===== src/dtc_pkg.sv =====
// Package with register map, field positions and types of the dual timer/counter block.
// Notes on behaviour
// - Counter 0 low byte at 8A, high byte at 8C, both reset to 00.
// - Counter 1 low byte at 8B, high byte at 8D, both reset to 00.
// - Combined control register at 88, reset value 00.
// - Mode register at 89, reset 00; upper nibble counter 1, lower counter 0.
// - Tick rate select register at 8E, reset value 01.
// - Source bit (6 / 2) one selects event counting, zero selects timer.
// - Counter 1 gate set: advance only while pin 1 high and run bit set.
// - Counter 1 gate clear: advance whenever run bit set, pin ignored.
// - Counter 0 gate set: advance only while pin 0 high and run bit set.
// - Counter 0 gate clear: advance whenever run bit set, pin ignored.
// - Counter 1 mode from bits 5:4; codes 00..11 select modes 0..3.
// - Counter 0 mode from bits 1:0; codes 00..11 select modes 0..3.
// - Mode 0 is a 13-bit timer or event counter.
// - Mode 1 is a full 16-bit counter across both bytes.
// - Mode 2 is an 8-bit counter with automatic reload.
// - Mode 3 splits counter 0 into two 8-bit counters; counter 0 only.
// - Counter 1 in mode 3 stops and holds its value.
// - Mode 0 uses high byte plus low five bits; overflow on all-ones rollover.
// - Mode 2 low byte rollover sets overflow and reloads from unchanged high byte.
// - Mode 3 counter 0 high byte times, using counter 1 run bit and flag.
// - Hardware sets overflow flags; vector or software clears; software owns run bits.
package dtc_pkg;
    localparam logic [7:0] ADDR_CONTROL = 8'h88;
    localparam logic [7:0] ADDR_MODE    = 8'h89;
    localparam logic [7:0] ADDR_T0_LOW  = 8'h8a;
    localparam logic [7:0] ADDR_T1_LOW  = 8'h8b;
    localparam logic [7:0] ADDR_T0_HIGH = 8'h8c;
    localparam logic [7:0] ADDR_T1_HIGH = 8'h8d;
    localparam logic [7:0] ADDR_RATE    = 8'h8e;

    localparam logic [7:0] RST_ZERO = 8'h00;
    localparam logic [7:0] RST_RATE = 8'h01;

    localparam int BIT_OVF1 = 7;
    localparam int BIT_RUN1 = 6;
    localparam int BIT_OVF0 = 5;
    localparam int BIT_RUN0 = 4;

    localparam int BIT_GATE = 3;
    localparam int BIT_SRC  = 2;
    localparam int NIB_W    = 4;
    localparam int RATE_BIT0 = 3;
    localparam int RATE_BIT1 = 4;

    localparam logic [7:0] LOW13_MASK = 8'h1f;
    localparam logic [7:0] BYTE_ONES  = 8'hff;
    localparam logic [4:0] LOW5_ONES  = 5'h1f;

    // Slow tick divider: a counter not selected for full rate ticks every 12 clocks.
    localparam logic [3:0] SLOW_DIV_LAST = 4'hb;

    typedef enum logic [1:0] {
        DTC_MODE_13 = 2'h0,
        DTC_MODE_16 = 2'h1,
        DTC_MODE_RELOAD = 2'h2,
        DTC_MODE_SPLIT = 2'h3
    } dtc_mode_t;

    typedef struct packed {
        logic      gate;
        logic      src;
        dtc_mode_t mode;
    } dtc_nibble_t;

    typedef struct packed {
        logic       wr;
        logic       rd;
        logic [7:0] addr;
        logic [7:0] wdata;
    } dtc_sfr_req_t;
endpackage


===== src/dtc_edge_sync.sv =====
// Three-stage synchroniser with agreed-level falling edge detect for one pin.
`timescale 1ns/1ns
module dtc_edge_sync (
    input  wire logic clk,      // System clock.
    input  wire logic sys_rst,  // Synchronous reset, active high.
    input  wire logic pin,      // Asynchronous pin.
    output logic      level,    // Filtered pin level.
    output logic      fall      // One-cycle pulse on a filtered falling edge.
);
    logic [2:0] stage;

    always_ff @(posedge clk) begin
        if (sys_rst) begin
            stage <= 3'h7;
        end else begin
            stage <= {stage[1:0], pin};
        end
    end

    // The level moves only when the second and third stages agree.
    always_ff @(posedge clk) begin
        if (sys_rst) begin
            level <= 1'b1;
            fall  <= 1'b0;
        end else begin
            fall <= 1'b0;
            if (stage[1] == stage[2] && stage[2] != level) begin
                level <= stage[2];
                fall  <= level & ~stage[2];
            end
        end
    end
endmodule // dtc_edge_sync


===== src/dtc_timers.sv =====
// Dual timer/event counter block with its special-function registers.
`timescale 1ns/1ns
module dtc_timers (
    input  wire logic                  clk,          // System clock, 250 MHz.
    input  wire logic                  sys_rst,      // Synchronous reset, active high.
    input  wire dtc_pkg::dtc_sfr_req_t sfr_req,      // Register bus request.
    output logic [7:0]                 sfr_rdata,    // Registered read data.
    output logic                       sfr_hit,      // Address belongs to this block.
    input  wire logic                  vector_ack_0, // Core vectors to counter 0 interrupt.
    input  wire logic                  vector_ack_1, // Core vectors to counter 1 interrupt.
    input  wire logic                  ext_irq_pin_0, // Gate pin for counter 0.
    input  wire logic                  ext_irq_pin_1, // Gate pin for counter 1.
    input  wire logic                  count_pin_0,  // Event input for counter 0.
    input  wire logic                  count_pin_1,  // Event input for counter 1.
    output logic                       overflow_flag_0, // Counter 0 overflow flag.
    output logic                       overflow_flag_1  // Counter 1 overflow flag.
);
    logic [7:0]          timer_control;
    logic [7:0]          timer_mode_select;
    logic [7:0]          tick_rate_select;
    logic [7:0]          timer0_count_low;
    logic [7:0]          timer0_count_high;
    logic [7:0]          timer1_count_low;
    logic [7:0]          timer1_count_high;
    logic [3:0]          slow_div;
    logic                slow_tick;
    logic                gate_lvl_0;
    logic                gate_lvl_1;
    logic                ev_fall_0;
    logic                ev_fall_1;
    logic                adv_0;
    logic                adv_1;
    logic                adv_0h;
    logic                ovf_0;
    logic                ovf_1;
    logic                ovf_0h;
    logic [7:0]          next_low0;
    logic [7:0]          next_high0;
    logic [7:0]          next_low1;
    logic [7:0]          next_high1;
    dtc_pkg::dtc_nibble_t cfg_0;
    dtc_pkg::dtc_nibble_t cfg_1;
    logic                run_bit_0;
    logic                run_bit_1;

    assign cfg_0     = timer_mode_select[dtc_pkg::NIB_W-1:0];
    assign cfg_1     = timer_mode_select[2*dtc_pkg::NIB_W-1:dtc_pkg::NIB_W];
    assign run_bit_0 = timer_control[dtc_pkg::BIT_RUN0];
    assign run_bit_1 = timer_control[dtc_pkg::BIT_RUN1];
    assign overflow_flag_0 = timer_control[dtc_pkg::BIT_OVF0];
    assign overflow_flag_1 = timer_control[dtc_pkg::BIT_OVF1];

    dtc_edge_sync u_gate0 (.clk(clk), .sys_rst(sys_rst), .pin(ext_irq_pin_0),
                           .level(gate_lvl_0), .fall());
    dtc_edge_sync u_gate1 (.clk(clk), .sys_rst(sys_rst), .pin(ext_irq_pin_1),
                           .level(gate_lvl_1), .fall());
    dtc_edge_sync u_cnt0 (.clk(clk), .sys_rst(sys_rst), .pin(count_pin_0),
                          .level(), .fall(ev_fall_0));
    dtc_edge_sync u_cnt1 (.clk(clk), .sys_rst(sys_rst), .pin(count_pin_1),
                          .level(), .fall(ev_fall_1));

    // Address decode for the hit output; the read data path decodes with its own case.
    function automatic logic is_mapped(input logic [7:0] a);
        is_mapped = (a >= dtc_pkg::ADDR_CONTROL) && (a <= dtc_pkg::ADDR_RATE);
    endfunction

    // Tick source for a timer: full clock when its rate bit is set, else the slow tick.
    function automatic logic tick_of(input logic src, input logic fast, input logic ev,
                                     input logic slow);
        if (src) begin
            tick_of = ev;
        end else begin
            tick_of = fast | slow;
        end
    endfunction

    assign sfr_hit = is_mapped(sfr_req.addr);

    always_ff @(posedge clk) begin
        if (sys_rst) begin
            slow_div <= 4'h0;
        end else if (slow_div == dtc_pkg::SLOW_DIV_LAST) begin
            slow_div <= 4'h0;
        end else begin
            slow_div <= slow_div + 4'h1;
        end
    end
    assign slow_tick = (slow_div == dtc_pkg::SLOW_DIV_LAST);

    // Enable: run bit and either gate clear or gate pin high.
    always_comb begin
        adv_0 = run_bit_0 && (!cfg_0.gate || gate_lvl_0) &&
                tick_of(cfg_0.src, tick_rate_select[dtc_pkg::RATE_BIT0], ev_fall_0, slow_tick);
        adv_1 = run_bit_1 && (!cfg_1.gate || gate_lvl_1) &&
                tick_of(cfg_1.src, tick_rate_select[dtc_pkg::RATE_BIT1], ev_fall_1, slow_tick)
                && (cfg_1.mode != dtc_pkg::DTC_MODE_SPLIT);
        // The split high byte is always a timer under counter 1's run bit.
        adv_0h = run_bit_1 && (cfg_0.mode == dtc_pkg::DTC_MODE_SPLIT) &&
                 tick_of(1'b0, tick_rate_select[dtc_pkg::RATE_BIT0], 1'b0, slow_tick);
    end

    // Counter 0 next value and overflow.
    always_comb begin
        next_low0  = timer0_count_low;
        next_high0 = timer0_count_high;
        ovf_0      = 1'b0;
        ovf_0h     = 1'b0;
        case (cfg_0.mode)
            dtc_pkg::DTC_MODE_13: begin
                if (adv_0) begin
                    next_low0 = timer0_count_low + 8'h01;
                    if (timer0_count_low[4:0] == dtc_pkg::LOW5_ONES) begin
                        next_low0  = timer0_count_low & ~dtc_pkg::LOW13_MASK;
                        next_high0 = timer0_count_high + 8'h01;
                        ovf_0      = (timer0_count_high == dtc_pkg::BYTE_ONES);
                    end
                end
            end
            dtc_pkg::DTC_MODE_16: begin
                if (adv_0) begin
                    {next_high0, next_low0} = {timer0_count_high, timer0_count_low} + 16'h0001;
                    ovf_0 = ({timer0_count_high, timer0_count_low} == 16'hffff);
                end
            end
            dtc_pkg::DTC_MODE_RELOAD: begin
                if (adv_0) begin
                    if (timer0_count_low == dtc_pkg::BYTE_ONES) begin
                        next_low0 = timer0_count_high;
                        ovf_0     = 1'b1;
                    end else begin
                        next_low0 = timer0_count_low + 8'h01;
                    end
                end
            end
            dtc_pkg::DTC_MODE_SPLIT: begin
                if (adv_0) begin
                    next_low0 = timer0_count_low + 8'h01;
                    ovf_0     = (timer0_count_low == dtc_pkg::BYTE_ONES);
                end
                if (adv_0h) begin
                    next_high0 = timer0_count_high + 8'h01;
                    ovf_0h     = (timer0_count_high == dtc_pkg::BYTE_ONES);
                end
            end
            default: begin
                next_low0 = timer0_count_low;
            end
        endcase
    end

    // Counter 1 next value and overflow; mode 3 holds.
    always_comb begin
        next_low1  = timer1_count_low;
        next_high1 = timer1_count_high;
        ovf_1      = 1'b0;
        case (cfg_1.mode)
            dtc_pkg::DTC_MODE_13: begin
                if (adv_1) begin
                    next_low1 = timer1_count_low + 8'h01;
                    if (timer1_count_low[4:0] == dtc_pkg::LOW5_ONES) begin
                        next_low1  = timer1_count_low & ~dtc_pkg::LOW13_MASK;
                        next_high1 = timer1_count_high + 8'h01;
                        ovf_1      = (timer1_count_high == dtc_pkg::BYTE_ONES);
                    end
                end
            end
            dtc_pkg::DTC_MODE_16: begin
                if (adv_1) begin
                    {next_high1, next_low1} = {timer1_count_high, timer1_count_low} + 16'h0001;
                    ovf_1 = ({timer1_count_high, timer1_count_low} == 16'hffff);
                end
            end
            dtc_pkg::DTC_MODE_RELOAD: begin
                if (adv_1) begin
                    if (timer1_count_low == dtc_pkg::BYTE_ONES) begin
                        next_low1 = timer1_count_high;
                        ovf_1     = 1'b1;
                    end else begin
                        next_low1 = timer1_count_low + 8'h01;
                    end
                end
            end
            default: begin
                next_low1 = timer1_count_low;
            end
        endcase
    end

    // Count registers: a software write takes precedence over counting.
    always_ff @(posedge clk) begin
        if (sys_rst) begin
            timer0_count_low  <= dtc_pkg::RST_ZERO;
            timer0_count_high <= dtc_pkg::RST_ZERO;
            timer1_count_low  <= dtc_pkg::RST_ZERO;
            timer1_count_high <= dtc_pkg::RST_ZERO;
        end else begin
            timer0_count_low  <= (sfr_req.wr && sfr_req.addr == dtc_pkg::ADDR_T0_LOW)
                                 ? sfr_req.wdata : next_low0;
            timer0_count_high <= (sfr_req.wr && sfr_req.addr == dtc_pkg::ADDR_T0_HIGH)
                                 ? sfr_req.wdata : next_high0;
            timer1_count_low  <= (sfr_req.wr && sfr_req.addr == dtc_pkg::ADDR_T1_LOW)
                                 ? sfr_req.wdata : next_low1;
            timer1_count_high <= (sfr_req.wr && sfr_req.addr == dtc_pkg::ADDR_T1_HIGH)
                                 ? sfr_req.wdata : next_high1;
        end
    end

    // Control register: a hardware set wins over a clear in the same cycle.
    always_ff @(posedge clk) begin
        if (sys_rst) begin
            timer_control <= dtc_pkg::RST_ZERO;
        end else begin
            if (sfr_req.wr && sfr_req.addr == dtc_pkg::ADDR_CONTROL) begin
                timer_control <= sfr_req.wdata;
            end
            if (vector_ack_0) begin
                timer_control[dtc_pkg::BIT_OVF0] <= 1'b0;
            end
            if (vector_ack_1) begin
                timer_control[dtc_pkg::BIT_OVF1] <= 1'b0;
            end
            if (ovf_0) begin
                timer_control[dtc_pkg::BIT_OVF0] <= 1'b1;
            end
            if (ovf_1 || ovf_0h) begin
                timer_control[dtc_pkg::BIT_OVF1] <= 1'b1;
            end
        end
    end

    always_ff @(posedge clk) begin
        if (sys_rst) begin
            timer_mode_select <= dtc_pkg::RST_ZERO;
            tick_rate_select  <= dtc_pkg::RST_RATE;
        end else begin
            if (sfr_req.wr && sfr_req.addr == dtc_pkg::ADDR_MODE) begin
                timer_mode_select <= sfr_req.wdata;
            end
            if (sfr_req.wr && sfr_req.addr == dtc_pkg::ADDR_RATE) begin
                tick_rate_select <= sfr_req.wdata;
            end
        end
    end

    always_ff @(posedge clk) begin
        if (sys_rst) begin
            sfr_rdata <= dtc_pkg::RST_ZERO;
        end else if (sfr_req.rd) begin
            case (sfr_req.addr)
                dtc_pkg::ADDR_CONTROL: sfr_rdata <= timer_control;
                dtc_pkg::ADDR_MODE:    sfr_rdata <= timer_mode_select;
                dtc_pkg::ADDR_T0_LOW:  sfr_rdata <= timer0_count_low;
                dtc_pkg::ADDR_T1_LOW:  sfr_rdata <= timer1_count_low;
                dtc_pkg::ADDR_T0_HIGH: sfr_rdata <= timer0_count_high;
                dtc_pkg::ADDR_T1_HIGH: sfr_rdata <= timer1_count_high;
                dtc_pkg::ADDR_RATE:    sfr_rdata <= tick_rate_select;
                default:               sfr_rdata <= dtc_pkg::RST_ZERO;
            endcase
        end
    end

    reload_keeps_high_a: assert property (@(posedge clk) disable iff (sys_rst)
        (cfg_0.mode == dtc_pkg::DTC_MODE_RELOAD && adv_0 && timer0_count_low == 8'hff &&
         !sfr_req.wr) |=> (timer0_count_low == $past(timer0_count_high) &&
         timer0_count_high == $past(timer0_count_high) && overflow_flag_0))
        else $error("Reload did not copy high byte or set flag.");
    t1_split_hold_a: assert property (@(posedge clk) disable iff (sys_rst)
        (cfg_1.mode == dtc_pkg::DTC_MODE_SPLIT && !sfr_req.wr) |=>
        $stable({timer1_count_high, timer1_count_low}))
        else $error("Counter 1 moved in mode 3.");
    gate_block_a: assert property (@(posedge clk) disable iff (sys_rst)
        (cfg_0.gate && !gate_lvl_0) |-> !adv_0)
        else $error("Counter 0 advanced with gate low.");
    stop_block_a: assert property (@(posedge clk) disable iff (sys_rst)
        !run_bit_1 |-> !adv_1)
        else $error("Counter 1 advanced with run bit clear.");
    wrap16_a: assert property (@(posedge clk) disable iff (sys_rst)
        (cfg_0.mode == dtc_pkg::DTC_MODE_16 && adv_0 && !sfr_req.wr &&
         {timer0_count_high, timer0_count_low} == 16'hffff) |=>
        ({timer0_count_high, timer0_count_low} == 16'h0000 && overflow_flag_0))
        else $error("16-bit wrap wrong.");
    wrap13_a: assert property (@(posedge clk) disable iff (sys_rst)
        (cfg_1.mode == dtc_pkg::DTC_MODE_13 && adv_1 && !sfr_req.wr &&
         timer1_count_high == 8'hff && timer1_count_low[4:0] == 5'h1f) |=>
        (timer1_count_high == 8'h00 && timer1_count_low[4:0] == 5'h00 && overflow_flag_1))
        else $error("13-bit wrap wrong.");
    split_flag_a: assert property (@(posedge clk) disable iff (sys_rst)
        (adv_0h && timer0_count_high == 8'hff && !sfr_req.wr) |=> overflow_flag_1)
        else $error("Split high byte overflow missed flag 1.");
    event_count_a: assert property (@(posedge clk) disable iff (sys_rst)
        (cfg_0.src && !ev_fall_0) |-> !adv_0)
        else $error("Event counter advanced without an edge.");
    step16_a: assert property (@(posedge clk) disable iff (sys_rst)
        (cfg_0.mode == dtc_pkg::DTC_MODE_16 && adv_0 && !sfr_req.wr) |=>
        ({timer0_count_high, timer0_count_low} ==
         $past({timer0_count_high, timer0_count_low}) + 16'h0001))
        else $error("Counter 0 did not step by one in mode 1.");
    free_run0_a: assert property (@(posedge clk) disable iff (sys_rst)
        (run_bit_0 && !cfg_0.gate && !cfg_0.src && slow_tick) |-> adv_0)
        else $error("Counter 0 missed a tick with gate clear.");
    free_run1_a: assert property (@(posedge clk) disable iff (sys_rst)
        (run_bit_1 && !cfg_1.gate && !cfg_1.src && slow_tick &&
         cfg_1.mode != dtc_pkg::DTC_MODE_SPLIT) |-> adv_1)
        else $error("Counter 1 missed a tick with gate clear.");
endmodule // dtc_timers


===== config.mk =====
export PLATFORM = sky130hd
export DESIGN_NAME = dtc_timers
export DESIGN_NICKNAME = d
export VERILOG_FILES = /design/src/dtc_pkg.sv /design/src/dtc_edge_sync.sv /design/src/dtc_timers.sv
export SDC_FILE = /design/constraint.sdc
export NUM_CORES = 1
export LEC_CHECK = 0
export ABC_AREA = 1
export BUFFER_PORTS_ARGS = -buffer_cell sky130_fd_sc_hd__buf_4
export CAP_MARGIN = 20
export CORE_ASPECT_RATIO = 1.4
export CORE_UTILIZATION = 50
export CTS_BUF_LIST = sky130_fd_sc_hd__clkbuf_4
export DETAILED_ROUTE_END_ITERATION = 10
export GPL_TIMING_DRIVEN = 0
export PLACE_DENSITY = 0.82
export SKIP_CTS_REPAIR_TIMING = 1
export SYNTH_ARGS = -nofsm -noshare
export SYNTH_HDL_FRONTEND = slang
export SYNTH_SLANG_ARGS = --single-unit

===== constraint.sdc =====
create_clock -name clk -period 1.9 [get_ports clk]
set_input_delay 0.285 -clock clk [delete_from_list [all_inputs] [get_ports clk]]
set_output_delay 0.285 -clock clk [all_outputs]
set_load 0.03 [all_outputs]

==> results of run 1 <==
path summary, 6_finish.rpt:
path                                    startpoint                                 to  slack (ns)  depth (start not counted)
setup / recovery  timer1_count_low[1]$_SDFFE_PP0P_  timer1_count_high[5]$_SDFFE_PP0P_        0.06                         11
hold reg to reg         u_cnt0.stage[0]$_SDFF_PP1_         u_cnt0.stage[1]$_SDFF_PP1_        0.43                          1
setup reg to reg  timer1_count_low[1]$_SDFFE_PP0P_  timer1_count_high[5]$_SDFFE_PP0P_        0.06                         11
hold / removal                       ext_irq_pin_1        u_gate1.stage[0]$_SDFF_PP1_       0.004                          2
metal layers:
| layer | vias up | wire (µm) | part of all wire [%] |
|---|---|---|---|
| li1 | 3019 | - | - |
| met1 | 2721 | 6610 | 37 |
| met2 | 299 | 8670 | 48 |
| met3 | 102 | 1320 | 7.4 |
| met4 | 0 | 1280 | 7.2 |
| met5 | - | 0 | 0 |
layout make-up:
cell class                      instances  area, µm²
Antenna cell                            2       5.00
Inverter                              110        413
Timing Repair Buffer                   47        364
Clock buffer                           10       75.1
Tap cell                              138        173
Buffer                                 22        123
Clock inverter                          6       68.8
Sequential cell                        86       1740
Multi-Input combinational cell        673       3400
Fill cell                            1045       4150
stage by stage:
stage | setup WS (ns) | cells | instance area [µm²] | total power, mW
2_1_floorplan | 0.0323 | 891 | 5480 | 2.00
6_report | 0.0613 | 1094 | 6360 | 3.24
3_5_place_dp | -0.588 | 1063 | 5900 | 2.12
3_3_place_gp | -0.586 | 1063 | 5900 | 2.12
5_1_grt | -0.0584 | 1093 | 6360 | 3.34
4_1_cts | -0.597 | 1079 | 6050 | 3.22
cell usage after synthesis:
| library cell | instances |
|---|---|
| nand4_2 | 1 |
| dfxtp_1 | 86 |
| buf_6 | 2 |
| o311ai_0 | 1 |
| nand2_1 | 214 |
| a22oi_1 | 1 |
| nor3_1 | 16 |
| buf_2 | 2 |
| xor2_1 | 7 |
| o21bai_1 | 3 |
| o21ai_0 | 63 |
| nand3b_1 | 3 |
| nand2_2 | 6 |
| clkbuf_1 | 12 |
| inv_2 | 5 |
| nand4_1 | 21 |
| a21oi_1 | 60 |
| o211ai_1 | 5 |
| nor2_2 | 3 |
| xnor2_1 | 1 |
| nor3_2 | 1 |
| o22ai_1 | 3 |
| ha_1 | 14 |
| nand3_2 | 1 |
| inv_1 | 105 |
| buf_4 | 5 |
| a211oi_1 | 1 |
| nand3_1 | 102 |
| nor2_4 | 4 |
| or2_2 | 12 |
| buf_1 | 1 |
| nand3_4 | 1 |
| nor2_1 | 129 |
power by group:
| group | leakage, nW | switching (mW) | total [mW] | internal (mW) |
|---|---|---|---|---|
| clock | 0.0774 | 0.720 | 1.15 | 0.426 |
| combinational | 1.96 | 0.172 | 0.257 | 0.0849 |
| sequential | 0.702 | 0.0124 | 1.83 | 1.82 |
| total | 2.74 | 0.904 | 3.24 | 2.33 |
cell families (layout without fill, tap and decap cells):
logic type	after synthesis	in the layout	share of synthesized area, %
DFF	86	86	31.4
and+or+nand+nor	514	514	41.2
other	0	2	0
adders and majority gates	14	14	3.20
AOI/OAI and AO/OA	137	137	13.1
buffers and inverters	132	195	9.71
xor gates and xnor gates	8	8	1.28
sequential cells by signal, indices dropped and copies added (netlist names):
| register | cells |
|---|---|
| sfr_rdata | 8 |
| tick_rate_select | 8 |
| timer0_count_high | 8 |
| timer0_count_low | 8 |
| timer1_count_high | 8 |
| timer1_count_low | 8 |
| timer_control | 8 |
| timer_mode_select | 8 |
| slow_div | 4 |
| u_cnt0.stage | 3 |
| u_cnt1.stage | 3 |
| u_gate0.stage | 3 |
| u_gate1.stage | 3 |
| u_cnt0.fall | 1 |
| u_cnt0.level | 1 |
| u_cnt1.fall | 1 |
| u_cnt1.level | 1 |
| u_gate0.level | 1 |
| u_gate1.level | 1 |
==> flow_summary.ini, run 1 <==
[floorplanning]
io_pins = 37
row_count = 44
coreArea_mm2 = 0.0105
dieArea_mm2 = 0.0114
start_util_pct = 52.1
die_w_um = 90.4
die_h_um = 126

[setup_path]
crit_family = simple AND/OR/NAND/NOR gates
cp_max_fo = 5
crit_type = flip-flop to flip-flop
cpPeakStageDelay_ns = 0.39
crit_chain = ha_4 -> nand2_4 -> nor2_4 -> ha_4 -> inv_2 -> a21oi_4 -> nand3_4 -> nor2_4 -> buf_6 -> nand3_1 -> a21oi_1
cp-start-kind = flip-flop
critical_path_buf_inv_count = 2
critPathRequiredTime_ns = 2.32
endpoint_kind = flip-flop
crit_slowest_cell = dfxtp_4
arrival_ns = 2.25

[synth]
synth_cells = 891
synth_area_leader_cell = dfxtp_1
synth_area_mm2 = 0.00548
synth_cell_type_count = 33
synth_top_cell_area_share_pct = 31.4
synth_area_leaders = dfxtp_1 31%, nand2_1 15%, nand3_1 9.3%, nor2_1 8.8%, inv_1 7.2%
ys_warn_count = 0
ys_seq_area_share_pct = 31.4
synthesis.nets = 931
syn_avg_cell_area_um2 = 6.15
ys_ff_latch = 86

[route]
dr.pass1.iters = 5
wl_per_cell_um = 16.4
drt_wl_total_um = 17900
drt-initial-drc-count = 421
postRouteAntennaNets = 0
via_count = 6141
drc_errors = 0
via_per_inst = 5.61

[clock_tree]
ctsLongestPathBuffers = 2
path_clk_slew_ns = 0.14
numCtsBuffers = 9
clock_latency_ns = 0.48
htreeDepth = 3
cts_tree = built
clock_sinks = 86
root_buffer = clkbuf_4

[pwr]
p_per_area_mw_per_mm2 = 509
p_leak_nw = 2.74
max-vdd-ir-drop_mv = 0.326

[sta]
fin_hold_ws_ns = 0.00351
period_share_pct = 96.8
maxSlewViolCount = 0
worst_clock_skew_ns = 0.0206
max_freq_ghz = 0.544
period_needed_ns = 1.84
tightest_slew_ns = 0.710
relSlewSlack_pct = 52.7
finalHoldViolCount = 0
setup_viol = 0
totalNegativeSetupSlack_ns = 0
rsz0062_at_grt = yes

[grt]
antenna_found_initial = 1
use_met3_pct = 5.43
track_usage_pct = 31.9
grt_pass1_wl_um = 28300
grt_max_degree = 16
grt_pass1_vias = 5853
use_met2_pct = 54.1
global_route.usage.met1_pct = 35.5
busiest_layer = met2
overflow = 0

[cells_and_area]
fin_util_pct = 60.5
syn2layout_area_growth_pct = 16.2
final_cell_mix = 208 x nand2_1, 122 x nor2_1, 103 x inv_1
mostFrequentLayoutCell = nand2_1
drive_gt1_share_pct = 15.0
layout.nets = 989

[run_status]
outcome = finished, final reports clean

[min_path]
hold_class = input pin to flip-flop

[placement]
gp_congestion = 0.966
numPortBuffers = 34
place_hpwl_um = 13300

[flow_run]
maxCapViolCount = 0
No activity file was read; power rests on OpenSTA's default activity.
==> run 2, diff against run 1 <==
--- a/config.mk
+++ b/config.mk
@@ -8,9 +8,8 @@
 export ABC_AREA = 1
 export BUFFER_PORTS_ARGS = -buffer_cell sky130_fd_sc_hd__buf_4
 export CAP_MARGIN = 20
-export CORE_ASPECT_RATIO = 1.4
 export CORE_UTILIZATION = 50
-export CTS_BUF_LIST = sky130_fd_sc_hd__clkbuf_4
+export CTS_BUF_LIST = sky130_fd_sc_hd__clkbuf_8
 export DETAILED_ROUTE_END_ITERATION = 10
 export GPL_TIMING_DRIVEN = 0
 export PLACE_DENSITY = 0.82
==> run 2 against run 1 <==
Net effect:
- sequential power hardly changed
- maximum frequency is 3.2% higher
- cell area is 0.69% higher
- first-iteration DRC count is 23% higher
- register-to-register slack better by 0.06 ns
- critical path depth is 1 higher
- clock skew is 0.016 ns lower
- setup slack better by 0.057 ns
- largest power group unchanged
==> flow_summary.ini, run 2 (synthesized netlist as in run 1, its figures left out) <==
[run_status]
outcome = finished, final reports clean

[pwr]
p_sw_share_pct = 25.3
seqPwrFrac_pct = 50.6
pwr-share-comb_pct = 7.0
p_int_mw = 2.70
p_per_area_mw_per_mm2 = 564
max-vdd-ir-drop_mv = 0.349
total_power_mw = 3.62
p_leak_nw = 2.78
pwr-share-clk_pct = 42.4
switching_power_mw = 0.915

[floorplanning]
dieArea_mm2 = 0.0114
die_h_um = 107
row_count = 37
start_util_pct = 52.3
coreArea_mm2 = 0.0105
io_pins = 37
die_w_um = 107

[sta]
worst_clock_skew_ns = 0.00476
max_freq_ghz = 0.561
tightest_slew_ns = 0.706
setup_viol = 0
period_share_pct = 93.8
finalHoldViolCount = 0
maxSlewViolCount = 0
period_needed_ns = 1.78
fin_hold_ws_ns = 0.0913
relSlewSlack_pct = 52.6
setup_ws_ns = 0.118

[cells_and_area]
mostFrequentLayoutCell = nand2_1
n_antenna_cell = 0
drive_gt1_share_pct = 14.8
layout.nets = 985
nFillCells = 1042
multiInputGateArea_mm2 = 0.00340
final_cell_mix = 209 x nand2_1, 121 x nor2_1, 104 x inv_1
regArea_mm2 = 0.00174
syn2layout_area_growth_pct = 17.0

[clock_tree]
clock_sinks = 86
ctsLongestPathBuffers = 2
root_buffer = clkbuf_8
htreeDepth = 3
numCtsBuffers = 9
path_clk_slew_ns = 0.09
clock_latency_ns = 0.37
cts_tree = built

[setup_path]
cpPeakStageDelay_ns = 0.39
critical_path_buf_inv_count = 0
cp_max_fo = 5
critPathRequiredTime_ns = 2.21
rrSetupSlack_ns = 0.12
arrival_ns = 2.09
endpoint_kind = flip-flop
crit_family = simple AND/OR/NAND/NOR gates
crit_slowest_cell = dfxtp_4
crit_type = flip-flop to flip-flop
cp-start-kind = flip-flop
crit_chain = ha_4 -> nand2_4 -> nor2_4 -> ha_4 -> nor2_2 -> nor2_2 -> nand3_4 -> nand2_1 -> nand2_2 -> a21oi_2 -> nor2_1 -> nor2_1

[placement]
gp_congestion = 0.977
place_hpwl_um = 13000
post-place-ws_ns = -0.434
numPortBuffers = 34

[min_path]
hold_class = input pin to flip-flop

[route]
via_count = 6065
postRouteAntennaNets = 0
drc_errors = 0
drt-initial-drc-count = 516
wl_per_cell_um = 15.9
dr.pass1.iters = 6
via_per_inst = 5.58
drt_wl_total_um = 17300

[grt]
grt_pass1_vias = 5376
antenna_found_initial = 0
grt_pass1_wl_um = 26900
grt_max_degree = 17
overflow = 0
track_usage_pct = 30.6

[flow_run]
maxCapViolCount = 0
==> run 2: changes by cell type in the layout (fill, tap and decap cells not counted), moves of 2 or more <==
cell	before	now
clkbuf_8	0	10
o21ai_0	61	63
diode_2	2	0
clkbuf_4	11	0
dlygate4sd3_1	3	0
==> run 2: area by class of cell <==
class,count,area share (%)
Buffer,22,1.88
Multi-Input combinational cell,673,53.1
Timing Repair Buffer,43,5.04
Clock buffer,10,2.15
Sequential cell,86,27.2
Clock inverter,6,1.52
Tap cell,136,2.66
Inverter,110,6.45
==> run 2: worst paths after layout <==
path | to | depth (start not counted) | start
worst max-delay path | timer0_count_high[3]$_SDFFE_PP0P_ | 12 | timer0_count_low[0]$_SDFFE_PP0P_
worst min-delay path | u_cnt0.stage[0]$_SDFF_PP1_ | 2 | count_pin_0
worst max register to register | timer0_count_high[3]$_SDFFE_PP0P_ | 12 | timer0_count_low[0]$_SDFFE_PP0P_
worst min register to register | u_gate1.stage[1]$_SDFF_PP1_ | 1 | u_gate1.stage[0]$_SDFF_PP1_
==> run 2: through the flow <==
| stage | utilization (%) | instances | setup TNS (ns) | area [µm²] |
|---|---|---|---|---|
| after detailed placement | 56.4 | 1061 | -4.22 | 5900 |
| final | 61.2 | 1086 | 0 | 6400 |
| after floorplan | - | 891 | 0 | 5480 |
| after global routing | 61.2 | 1086 | -0.0465 | 6400 |
| after CTS | 58.6 | 1077 | -4.86 | 6140 |
| after global placement | 56.4 | 1061 | -4.67 | 5900 |
==> run 2: power by group through the flow <==
stage | registers, mW | clock network [mW] | logic [mW]
floorplan | 1.87 | 0 | 0.130
global placement | 1.88 | 0 | 0.241
detailed placement | 1.88 | 0 | 0.245
CTS | 1.84 | 1.54 | 0.245
global route | 1.83 | 1.61 | 0.273
finish | 1.83 | 1.53 | 0.253
==> run 2: layer usage <==
layer,up-vias,track usage [%],share of wire (%)
li1,3002,-,-
met1,2750,39.1,42
met2,261,50.1,46
met3,52,6.20,8.8
met4,0,12.5,3.4
met5,-,0,0
